--- src/qsd_pkg.sv ---
// Constants for the quad supply serial command decoder
package qsd_pkg;
  localparam int WORD_BITS = 16;
  localparam int DEV_ID_W = 4;
  // Device select value; arbitrary value
  localparam logic [3:0] DEV_ID_DEFAULT = 4'h5;
  localparam int BIT_RW = 15;
  localparam int BIT_BANK = 14;
  localparam int BIT_CH_HI = 13;
  localparam int BIT_CH_LO = 12;
  localparam int BIT_CLK_INIT = 0;
  localparam int BIT_GLOBAL = 2;
  localparam int BIT_OFF = 3;
  localparam int BIT_INIT_QUAL = 5;
  localparam logic [7:0] INIT_DATA = 8'h09;
  localparam logic [3:0] CODE_PASS = 4'hf;
  // DAC steps are 200 mV; a code step of 400 mV is two DAC steps
  localparam logic [5:0] DAC_PASS = 6'h1f;
  localparam int STAGGER_CYCLES = 4;
  // DAC step period in link clocks: 87 us at 4.416 MHz
  localparam int STEP_LINK_CLKS = 384;
  // Ready filter: 250 us at 4.416 MHz link clock
  localparam int FILT_US = 250;
  localparam int LINK_KHZ = 4416;
  localparam int FILT_LINK_CLKS = FILT_US * LINK_KHZ / 1000;
  localparam int PWM_DIV = 8;
  localparam logic [7:0] ST_READY = 8'h00;
  localparam logic [7:0] ST_OFF = 8'h01;
  localparam logic [7:0] ST_DUTY = 8'h02;
  localparam logic [7:0] ST_OVC = 8'h04;
  localparam logic [7:0] ST_MOVE = 8'h08;
  localparam logic [7:0] ST_TEMP = 8'h10;
endpackage

--- src/qsd_decoder.sv ---
// Serial command decoder and status responder for a four channel supply
////////////////////////////////////////////////////////////////////////////
// Behaviour
// - Sample frame sync and serial data on each falling link clock edge.
// - Frame sync high holds bit and frame counters in reset.
// - Words are 16 bits, MSB first, bit 15 on first falling edge.
// - Upper byte is command/address, lower byte is data.
// - Accept a word only if bank bit equals bank select pin; the init word is accepted on either bank.
// - Two channel select bits pick one of four channels.
// - Respond only when device select field equals assigned ID.
// - Data 09h with zero address bits initialises clocks, disables all.
// - Clock init bit works only when ANDed with inverted data bit 5.
// - Data vvvv0100 programs and starts all four channels together.
// - Data vvvv0000 enables addressed channel at code vvvv.
// - Code 0 is 7.5 V, +0.4 V per code, F is pass-through.
// - Pass-through holds the channel switch fully on.
// - Read word returns addressed channel status byte.
// - Status 00h only when settled in regulation, else non-zero.
// - Not ready if off, duty 0/100%, overcurrent, moving; temp all.
// - Status leaves through an open-drain data output.
// - Ready indication may lag stable output by up to 250 us.
// - Word bit 15 high is a read, low is a write.
// - Low bank device starts PWM ramp four link clocks later.
// - DAC steps toward target by 200 mV about every 87 us.
module qsd_decoder #(
  parameter logic [3:0] DEV_ID = qsd_pkg::DEV_ID_DEFAULT,
  parameter int STEP_CLKS = qsd_pkg::STEP_LINK_CLKS,
  parameter int FILT_CLKS = qsd_pkg::FILT_LINK_CLKS
) (
  input wire logic mclk,
  input wire logic rst,
  input wire logic link_clk,
  input wire logic frame_sync_in,
  input wire logic serial_in,
  input wire logic bank_select_pin,
  input wire logic [3:0] overcurrent,
  input wire logic [3:0] duty_extreme,
  input wire logic over_temp,
  output logic serial_out_open_drain_o,
  output logic serial_out_open_drain_oe,
  output logic [3:0] ch_enable,
  output logic [3:0] ch_pass_through,
  output logic [23:0] ch_dac,
  output logic pwm_ramp_start
);
  typedef enum logic [2:0] {
    QSD_IDLE = 3'b001,
    QSD_SHIFT = 3'b010,
    QSD_DONE = 3'b100
  } qsd_state_t;

  ////////////////////////////////////////////////////////////////////////
  // Pin sampling: three flops, change counted when second and third agree
  logic [2:0] clk_s_r, fs_s_r, sd_s_r, bk_s_r;
  logic lclk_r, fs_r, sd_r;
  always_ff @(posedge mclk) begin
    clk_s_r <= {clk_s_r[1:0], link_clk};
    fs_s_r <= {fs_s_r[1:0], frame_sync_in};
    sd_s_r <= {sd_s_r[1:0], serial_in};
    // The bank strap is a pin as well, so it crosses domains the same way
    bk_s_r <= {bk_s_r[1:0], bank_select_pin};
  end
  wire clk_agree = clk_s_r[1] == clk_s_r[2];
  wire clk_lvl = clk_agree ? clk_s_r[2] : lclk_r;
  always_ff @(posedge mclk) begin
    if (rst) begin
      lclk_r <= 1'b0;
      fs_r <= 1'b0;
      sd_r <= 1'b0;
    end else begin
      lclk_r <= clk_lvl;
      if (fs_s_r[1] == fs_s_r[2]) fs_r <= fs_s_r[2];
      if (sd_s_r[1] == sd_s_r[2]) sd_r <= sd_s_r[2];
    end
  end
  wire fall = lclk_r & ~clk_lvl;
  wire rise = ~lclk_r & clk_lvl;

  ////////////////////////////////////////////////////////////////////////
  // Word receive
  qsd_state_t st_r, st_nxt;
  logic [4:0] bitcnt_r;
  logic [15:0] shreg_r;
  logic word_r;
  logic bank_r;
  wire [15:0] shifted = {shreg_r[14:0], sd_r};
  wire last_bit = bitcnt_r == 5'(qsd_pkg::WORD_BITS - 1);
  always_comb begin
    case (st_r)
      QSD_IDLE: st_nxt = (fall && fs_r) ? QSD_SHIFT : QSD_IDLE;
      QSD_SHIFT: st_nxt = (fall && !fs_r && last_bit) ? QSD_DONE : QSD_SHIFT;
      QSD_DONE: st_nxt = (fall && fs_r) ? QSD_SHIFT : QSD_DONE;
      default: st_nxt = QSD_IDLE;
    endcase
  end
  always_ff @(posedge mclk) begin
    if (rst) begin
      st_r <= QSD_IDLE;
      bitcnt_r <= 5'h00;
      shreg_r <= 16'h0000;
      word_r <= 1'b0;
      bank_r <= 1'b0;
    end else begin
      st_r <= st_nxt;
      if (bk_s_r[1] == bk_s_r[2]) bank_r <= bk_s_r[2];
      word_r <= 1'b0;
      if (fall) begin
        if (fs_r) begin
          bitcnt_r <= 5'h00;
        end else if (st_r == QSD_SHIFT) begin
          shreg_r <= shifted;
          bitcnt_r <= bitcnt_r + 5'h01;
          word_r <= last_bit;
        end
      end
    end
  end

  ////////////////////////////////////////////////////////////////////////
  // Field decode
  wire [7:0] dat = shreg_r[7:0];
  wire is_read = shreg_r[qsd_pkg::BIT_RW];
  wire bank_ok = shreg_r[qsd_pkg::BIT_BANK] == bank_r;
  wire id_ok = shreg_r[11:8] == DEV_ID;
  wire [1:0] ch = {shreg_r[qsd_pkg::BIT_CH_HI], shreg_r[qsd_pkg::BIT_CH_LO]};
  wire [3:0] ch_dec = 4'h1 << ch;
  wire [3:0] vcode = dat[7:4];
  wire for_us = word_r && id_ok;
  // The only init pattern carries bit 5 low, so the AND gate must see it
  wire init_pat = for_us && !is_read && shreg_r[14:12] == 3'h0 &&
    dat == qsd_pkg::INIT_DATA;
  wire init_gate = dat[qsd_pkg::BIT_CLK_INIT] &
    ~dat[qsd_pkg::BIT_INIT_QUAL];
  wire w_init = init_pat & init_gate;
  wire w_ok = for_us && !is_read && bank_ok;
  wire w_glob = w_ok && dat[3:0] == 4'h4;
  wire w_on = w_ok && dat[3:0] == 4'h0;
  wire w_off = w_ok && dat[qsd_pkg::BIT_OFF] && !w_init;
  function automatic logic [5:0] code_to_dac(input logic [3:0] c);
    // 200 mV DAC steps: 7.5 V sits 37.5 steps up, so code counts from 0
    code_to_dac = (c == qsd_pkg::CODE_PASS) ? qsd_pkg::DAC_PASS :
      {1'b0, c, 1'b0};
  endfunction

  ////////////////////////////////////////////////////////////////////////
  // Channel state, DAC stepping, ready filter
  logic [3:0] en_r;
  logic [5:0] tgt_r [4];
  logic [5:0] dac_r [4];
  logic [8:0] step_r;
  logic [10:0] filt_r [4];
  logic [7:0] stat_r [4];
  logic [2:0] pwm_r;
  logic [2:0] stag_r;
  logic [3:0] pass_r;
  wire step_tick = fall && step_r == 9'(STEP_CLKS - 1);
  always_ff @(posedge mclk) begin
    if (rst) begin
      en_r <= 4'h0;
      step_r <= 9'h000;
    end else begin
      if (fall) step_r <= step_tick ? 9'h000 : step_r + 9'h001;
      if (w_init) en_r <= 4'h0;
      else if (w_glob) en_r <= 4'hf;
      else if (w_on) en_r <= en_r | ch_dec;
      else if (w_off) en_r <= en_r & ~ch_dec;
    end
  end
  for (genvar i = 0; i < 4; i++) begin : g_ch
    wire [5:0] goal = en_r[i] ? tgt_r[i] : 6'h00;
    wire moving = dac_r[i] != goal;
    wire raw_bad = !en_r[i] || duty_extreme[i] || overcurrent[i] || moving;
    always_ff @(posedge mclk) begin
      if (rst) begin
        tgt_r[i] <= 6'h00;
        dac_r[i] <= 6'h00;
        filt_r[i] <= 11'h000;
        stat_r[i] <= qsd_pkg::ST_OFF;
        pass_r[i] <= 1'b0;
      end else begin
        if (w_init) tgt_r[i] <= 6'h00;
        else if (w_glob || (w_on && ch_dec[i])) tgt_r[i] <= code_to_dac(vcode);
        if (step_tick && moving)
          dac_r[i] <= dac_r[i] < goal ? dac_r[i] + 6'h01 : dac_r[i] - 6'h01;
        pass_r[i] <= en_r[i] && dac_r[i] == qsd_pkg::DAC_PASS;
        if (raw_bad || over_temp) filt_r[i] <= 11'h000;
        else if (fall && filt_r[i] != 11'(FILT_CLKS))
          filt_r[i] <= filt_r[i] + 11'h001;
        stat_r[i] <= (!en_r[i] ? qsd_pkg::ST_OFF : 8'h00) |
          (duty_extreme[i] ? qsd_pkg::ST_DUTY : 8'h00) |
          (overcurrent[i] ? qsd_pkg::ST_OVC : 8'h00) |
          (moving || filt_r[i] != 11'(FILT_CLKS) ? qsd_pkg::ST_MOVE : 8'h00) |
          (over_temp ? qsd_pkg::ST_TEMP : 8'h00);
      end
    end
    assign ch_dac[i*6 +: 6] = dac_r[i];
  end
  assign ch_enable = en_r;
  assign ch_pass_through = pass_r;

  ////////////////////////////////////////////////////////////////////////
  // PWM ramp sync: divide by eight on rising edges, stagger for low bank
  always_ff @(posedge mclk) begin
    if (rst) begin
      pwm_r <= 3'h0;
      stag_r <= 3'h0;
      pwm_ramp_start <= 1'b0;
    end else begin
      pwm_ramp_start <= 1'b0;
      if (w_init) begin
        pwm_r <= 3'h0;
        stag_r <= bank_r ? 3'h0 : 3'(qsd_pkg::STAGGER_CYCLES);
      end else if (rise) begin
        if (stag_r != 3'h0) stag_r <= stag_r - 3'h1;
        else begin
          pwm_r <= pwm_r + 3'h1;
          pwm_ramp_start <= pwm_r == 3'h0;
        end
      end
    end
  end

  ////////////////////////////////////////////////////////////////////////
  // Status readback: command byte seen at bit 8, drive on falling edges
  wire hdr_done = fall && !fs_r && st_r == QSD_SHIFT &&
    bitcnt_r == 5'h07;
  // Status is latched at the command byte: a change later in the frame
  // only shows on the next poll
  wire [15:0] hdr = {shifted[7:0], 8'h00};
  wire hdr_rd = hdr[15] && hdr[11:8] == DEV_ID && hdr[14] == bank_r;
  logic [7:0] out_r;
  logic [3:0] outcnt_r;
  always_ff @(posedge mclk) begin
    if (rst) begin
      out_r <= 8'h00;
      outcnt_r <= 4'h0;
      serial_out_open_drain_oe <= 1'b0;
    end else if (fall && fs_r) begin
      outcnt_r <= 4'h0;
      serial_out_open_drain_oe <= 1'b0;
    end else if (hdr_done && hdr_rd) begin
      out_r <= stat_r[{hdr[13], hdr[12]}] << 1;
      outcnt_r <= 4'h8;
      serial_out_open_drain_oe <= !stat_r[{hdr[13], hdr[12]}][7];
    end else if (fall && outcnt_r != 4'h0) begin
      outcnt_r <= outcnt_r - 4'h1;
      out_r <= out_r << 1;
      // Drive low for a zero, release for a one
      serial_out_open_drain_oe <= outcnt_r != 4'h1 && !out_r[7];
    end
  end
  assign serial_out_open_drain_o = 1'b0;

  ////////////////////////////////////////////////////////////////////////
  // Checks
  busy_release_a: assert property (@(posedge mclk) disable iff (rst)
    (fall && fs_r) |=> !serial_out_open_drain_oe)
    else $error("output not released at frame sync");
  init_clears_a: assert property (@(posedge mclk) disable iff (rst)
    w_init |=> en_r == 4'h0)
    else $error("init did not disable channels");
  global_on_a: assert property (@(posedge mclk) disable iff (rst)
    (w_glob && !w_init) |=> en_r == 4'hf)
    else $error("global on did not enable all");
  ch_off_a: assert property (@(posedge mclk) disable iff (rst)
    (w_off && !w_glob && !w_on) |=> (en_r & $past(ch_dec)) == 4'h0)
    else $error("channel not disabled");
  ch_on_a: assert property (@(posedge mclk) disable iff (rst)
    (w_on && !w_init) |=> (en_r & $past(ch_dec)) == $past(ch_dec))
    else $error("channel not enabled");
  foreign_id_a: assert property (@(posedge mclk) disable iff (rst)
    (word_r && !id_ok) |=> $stable(en_r))
    else $error("foreign word changed state");
  counter_hold_a: assert property (@(posedge mclk) disable iff (rst)
    (fall && fs_r) |=> bitcnt_r == 5'h00)
    else $error("bit counter not held");
  temp_status_a: assert property (@(posedge mclk) disable iff (rst)
    over_temp |=> stat_r[0] != 8'h00 && stat_r[3] != 8'h00)
    else $error("over temperature not reported");
  bank_gate_a: assert property (@(posedge mclk) disable iff (rst)
    (word_r && shreg_r[14] != bank_r && shreg_r[14:12] != 3'h0)
    |=> $stable(en_r))
    else $error("wrong bank accepted");
  unlisted_cmd_a: assert property (@(posedge mclk) disable iff (rst)
    (w_ok && !dat[3] && dat[2:0] != 3'h4 && dat[2:0] != 3'h0)
    |=> $stable(en_r))
    else $error("unlisted write changed enables");
  read_inert_a: assert property (@(posedge mclk) disable iff (rst)
    (word_r && is_read) |=> $stable(en_r))
    else $error("read word changed enables");
  pass_hold_a: assert property (@(posedge mclk) disable iff (rst)
    (en_r[1] && dac_r[1] == qsd_pkg::DAC_PASS) |=> ch_pass_through[1])
    else $error("pass-through switch not held on");
  step_only_a: assert property (@(posedge mclk) disable iff (rst)
    !step_tick |=> $stable(ch_dac))
    else $error("DAC moved off a step tick");
  // The stagger only matters for the low bank device of a pair
  stagger_load_a: assert property (@(posedge mclk) disable iff (rst)
    (w_init && !bank_r) |=> stag_r == 3'(qsd_pkg::STAGGER_CYCLES))
    else $error("stagger not loaded");
endmodule

--- config.mk ---
export PLATFORM = sky130hd
export DESIGN_NAME = qsd_decoder
export DESIGN_NICKNAME = d
export VERILOG_FILES = /design/src/qsd_pkg.sv /design/src/qsd_decoder.sv
export SDC_FILE = /design/constraint.sdc
export NUM_CORES = 1
export LEC_CHECK = 0
export ABC_AREA = 1
export BUFFER_PORTS_ARGS = -buffer_cell sky130_fd_sc_hd__buf_2
export CAP_MARGIN = 20
export CORE_MARGIN = 2
export CORE_UTILIZATION = 56
export DETAILED_ROUTE_END_ITERATION = 8
export PLACE_DENSITY = 0.77
export SYNTH_ARGS = -nofsm -noshare
export SYNTH_HDL_FRONTEND = slang
export SYNTH_SLANG_ARGS = --single-unit
export TNS_END_PERCENT = 100
--- constraint.sdc ---
create_clock -name mclk -period 2.3 [get_ports mclk]
set_input_delay 0.345 -clock mclk [delete_from_list [all_inputs] [get_ports mclk]]
set_output_delay 0.345 -clock mclk [all_outputs]
set_load 0.01 [all_outputs]
==> run summary <==
Status: finished with violations
Failing checks: setup timing
TritonRoute pass-1 iters: 5
P_sw: 1.608 mW
Placed cell areas: 10310 sq um
Later-pin clock latency in the skew report: 0.44 ns
CP endpoint kind: flop
Endpoints failing hold: 0
Static leakage: 4.667 nW
Clock power share: 41.3%
Syn nets: 1203
Clk Tree Root Cell: clkbuf_16
CP max FO: 3
Routed via count: 7836
Async S/R FF share, synth: 0%
Rows: 47
VDD IR max: 0.0005297 V
Mapped cell area: 9374 sq um
Clock buffer depth: 2
Final antenna-violating net count: 0
Final Cell Area: 11590 sq um
IO buf count: 48
Post-Layout Cell Count: 1492
First-pass GRT wire length: 32.89 mm
Detailed-route DRC error count: 0
Gpl congestion: 0.8862
CTS Buf Count: 17
Power Total: 7.080 mW
Initial DRC Count: 600
Clock sink count: 184
Slew @ Worst Pin: 0.6692 ns
# H-tree levels: 4
MaxCap Viol Count: 0
Register share of total power: 49.7%
Combinational power share: 9.0%
N_diodes: 0
HPWL after DPL: 14.41 mm
Post-route setup slack: -0.08152 ns
Synth cell types: 40
WP data arrival: 2.59 ns
Final Setup Violations: 6
CTS tree: done
Largest net degree at the start of global routing: 31
Setup TNS Final: -0.2322 ns
Seq/Total Area, Yosys: 48.69%
GRT Resource Usage Total: 23.02%
Die Y-Extent: 133.4 microns
Number of synthesized flops with an enable pin: 88
Min Tclk post-route: 2.382 ns
Final wirelength: 21.36 mm
Top Ports: 50
HP Class: primary input to flop
Setup Crit Path Kind: flop to flop
Net Sw Frac: 22.71%
DP Cell Count: 1441
Max Clock Freq: 0.4199 GHz
Vias in the first global route: 7152
PD cells: 610.7 nW/um^2
Grt ovf: 0
Die Wd: 133.4 microns
Fin util: 70.40%
Main synth FF type: dfxtp_1
Slew headroom: 54.92%
Unrepaired setup endpoints after global routing: true
Flops & latches, synth: 184
Area Overhead vs Synth: 23.67%
Fin crit share: 103.5%
Pins Over Slew Limit: 0
Initial antenna violation count: 0
Setup Skew: 0.01274 ns
Clock transition at the registers of the reported paths: 0.07 ns
Core Area: 16470 sq um
Syn avg cell area: 8.288 sq um
DR vias/cell: 5.252
Hold_ws: 0.1270 ns
Critical Path Source Type: flop
Place WS: -0.1532 ns
Initial core utilization: 56.93%
Power Internal: 5.472 mW
Worst endpoint required time: 2.50 ns
Per-cell routed wire length: 14.32 microns
Layout cells sized above 1: 22.64%
Die ar.: 17790 sq um
Layout Nets: 1331
Yosys warnings: 0
Syn Inst Count: 1131
## power groups by stage
stage	registers, mW	logic, mW	clock network (mW)
finish	3.52	0.637	2.92
global route	3.52	0.692	3.08
CTS	3.51	0.481	2.94
detailed placement	3.59	0.449	0
global placement	3.59	0.436	0
floorplan	3.60	0.269	0
## cells in the final DEF (no fill, tap or decap), drive strengths merged
cell type    count
nor3b            6
o211ai           2
xnor2           10
nor4             4
xor2            18
nor2           191
ha              53
a21oi           71
dfxtp           96
a31oi            6
nand4           17
nand3           65
dlygate4sd3      4
conb             1
clkbuf          28
and2             1
a211oi           3
nand3b           2
inv            159
o22ai            3
or2              6
o21ai           58
clkinv           5
o21bai           2
fa               4
and3             2
buf            124
nand2          200
nor3            43
edfxtp          88
## path summary, 6_finish.rpt
kind | slack [ns] | cells after the start | from | end
worst min register to register | 0.33 | 0 | fs_s_r[0] | fs_s_r[1]
worst max register to register | -0.08 | 15 | dac_r[3][4] | dac_r[3][5]
worst max-delay path | -0.08 | 15 | dac_r[3][4] | dac_r[3][5]
worst min-delay path | 0.13 | 3 | duty_extreme[0] | stat_r[0][1]
## state kept, by name (all words and copies together), names as in the netlist, 3 cells and up, named ones only
register         flops
bitcnt_r             5
bk_s_r               3
ch_enable            4
ch_pass_through      4
clk_s_r              3
dac_r               24
filt_r              44
fs_s_r               3
out_r                7
outcnt_r             4
pwm_r                3
sd_s_r               3
shreg_r             16
st_r                 3
stag_r               3
stat_r              17
step_r               9
tgt_r               20
## routing by layer
metal / share of wire [%] / vias up / GRT usage [%]
met5: 0 / - / 0
met4: 2.6 / 0 / 8.747
met3: 3.9 / 42 / 5.479
met2: 49 / 172 / 38.49
met1: 44 / 3659 / 29.10
li1: - / 3963 / -
## worst max-delay path: stages (launching register included)
cell	delay (ns)
edfxtp_1	0.42
ha_1	0.31
inv_2	0.04
nor3_2	0.19
nand2_1	0.09
nand3b_1	0.15
buf_6	0.14
ha_4	0.20
a21oi_2	0.14
o21ai_1	0.07
nor2_1	0.15
inv_1	0.06
nand2_1	0.06
nand2_1	0.05
nand2_1	0.05
inv_1	0.03
## repair_timing
item,in CTS,in global routing
buffers inserted,6,9
pin swaps,9,61
hold endpoints to repair,3,1
hold buffers,3,1
resized for setup,19,106
endpoints found under the setup margin,13,19
## cell usage after synthesis, drive strengths merged, types with 3 or more instances
library cell | instances | area share (%)
nand2 | 200 | 8.1
nor2 | 191 | 8.0
inv | 159 | 6.4
dfxtp | 96 | 21
edfxtp | 88 | 28
a21oi | 71 | 3.8
nand3 | 65 | 3.8
o21ai | 58 | 3.1
ha | 53 | 7.1
nor3 | 43 | 2.5
xor2 | 18 | 1.7
nand4 | 17 | 1.2
clkbuf | 10 | 0.40
xnor2 | 10 | 0.93
buf | 9 | 0.60
a31oi | 6 | 0.40
nor3b | 6 | 0.69
or2 | 6 | 0.40
fa | 4 | 0.85
nor4 | 4 | 0.27
a211oi | 3 | 0.24
o22ai | 3 | 0.20
## logic make-up after synthesis
family / synth area share (%)
and+or+nand+nor: 25.27
xor gates and xnor gates: 2.616
buffers and inverters: 7.408
AOI/OAI and AO/OA: 8.049
adders and majority gates: 7.929
DFF: 48.69
other: 0.04000
## layout make-up
| cell class | count | area (sq um) |
|---|---|---|
| clock inverter | 4 | 27.53 |
| inverter | 160 | 603.1 |
| timing repair buffer | 128 | 880.8 |
| tap | 220 | 275.3 |
| clock buffer | 28 | 571.8 |
| sequential | 184 | 4579 |
| multi-input combinational | 768 | 4654 |
| fill | 1236 | 4873 |
No activity file was read; power rests on OpenSTA's default activity.
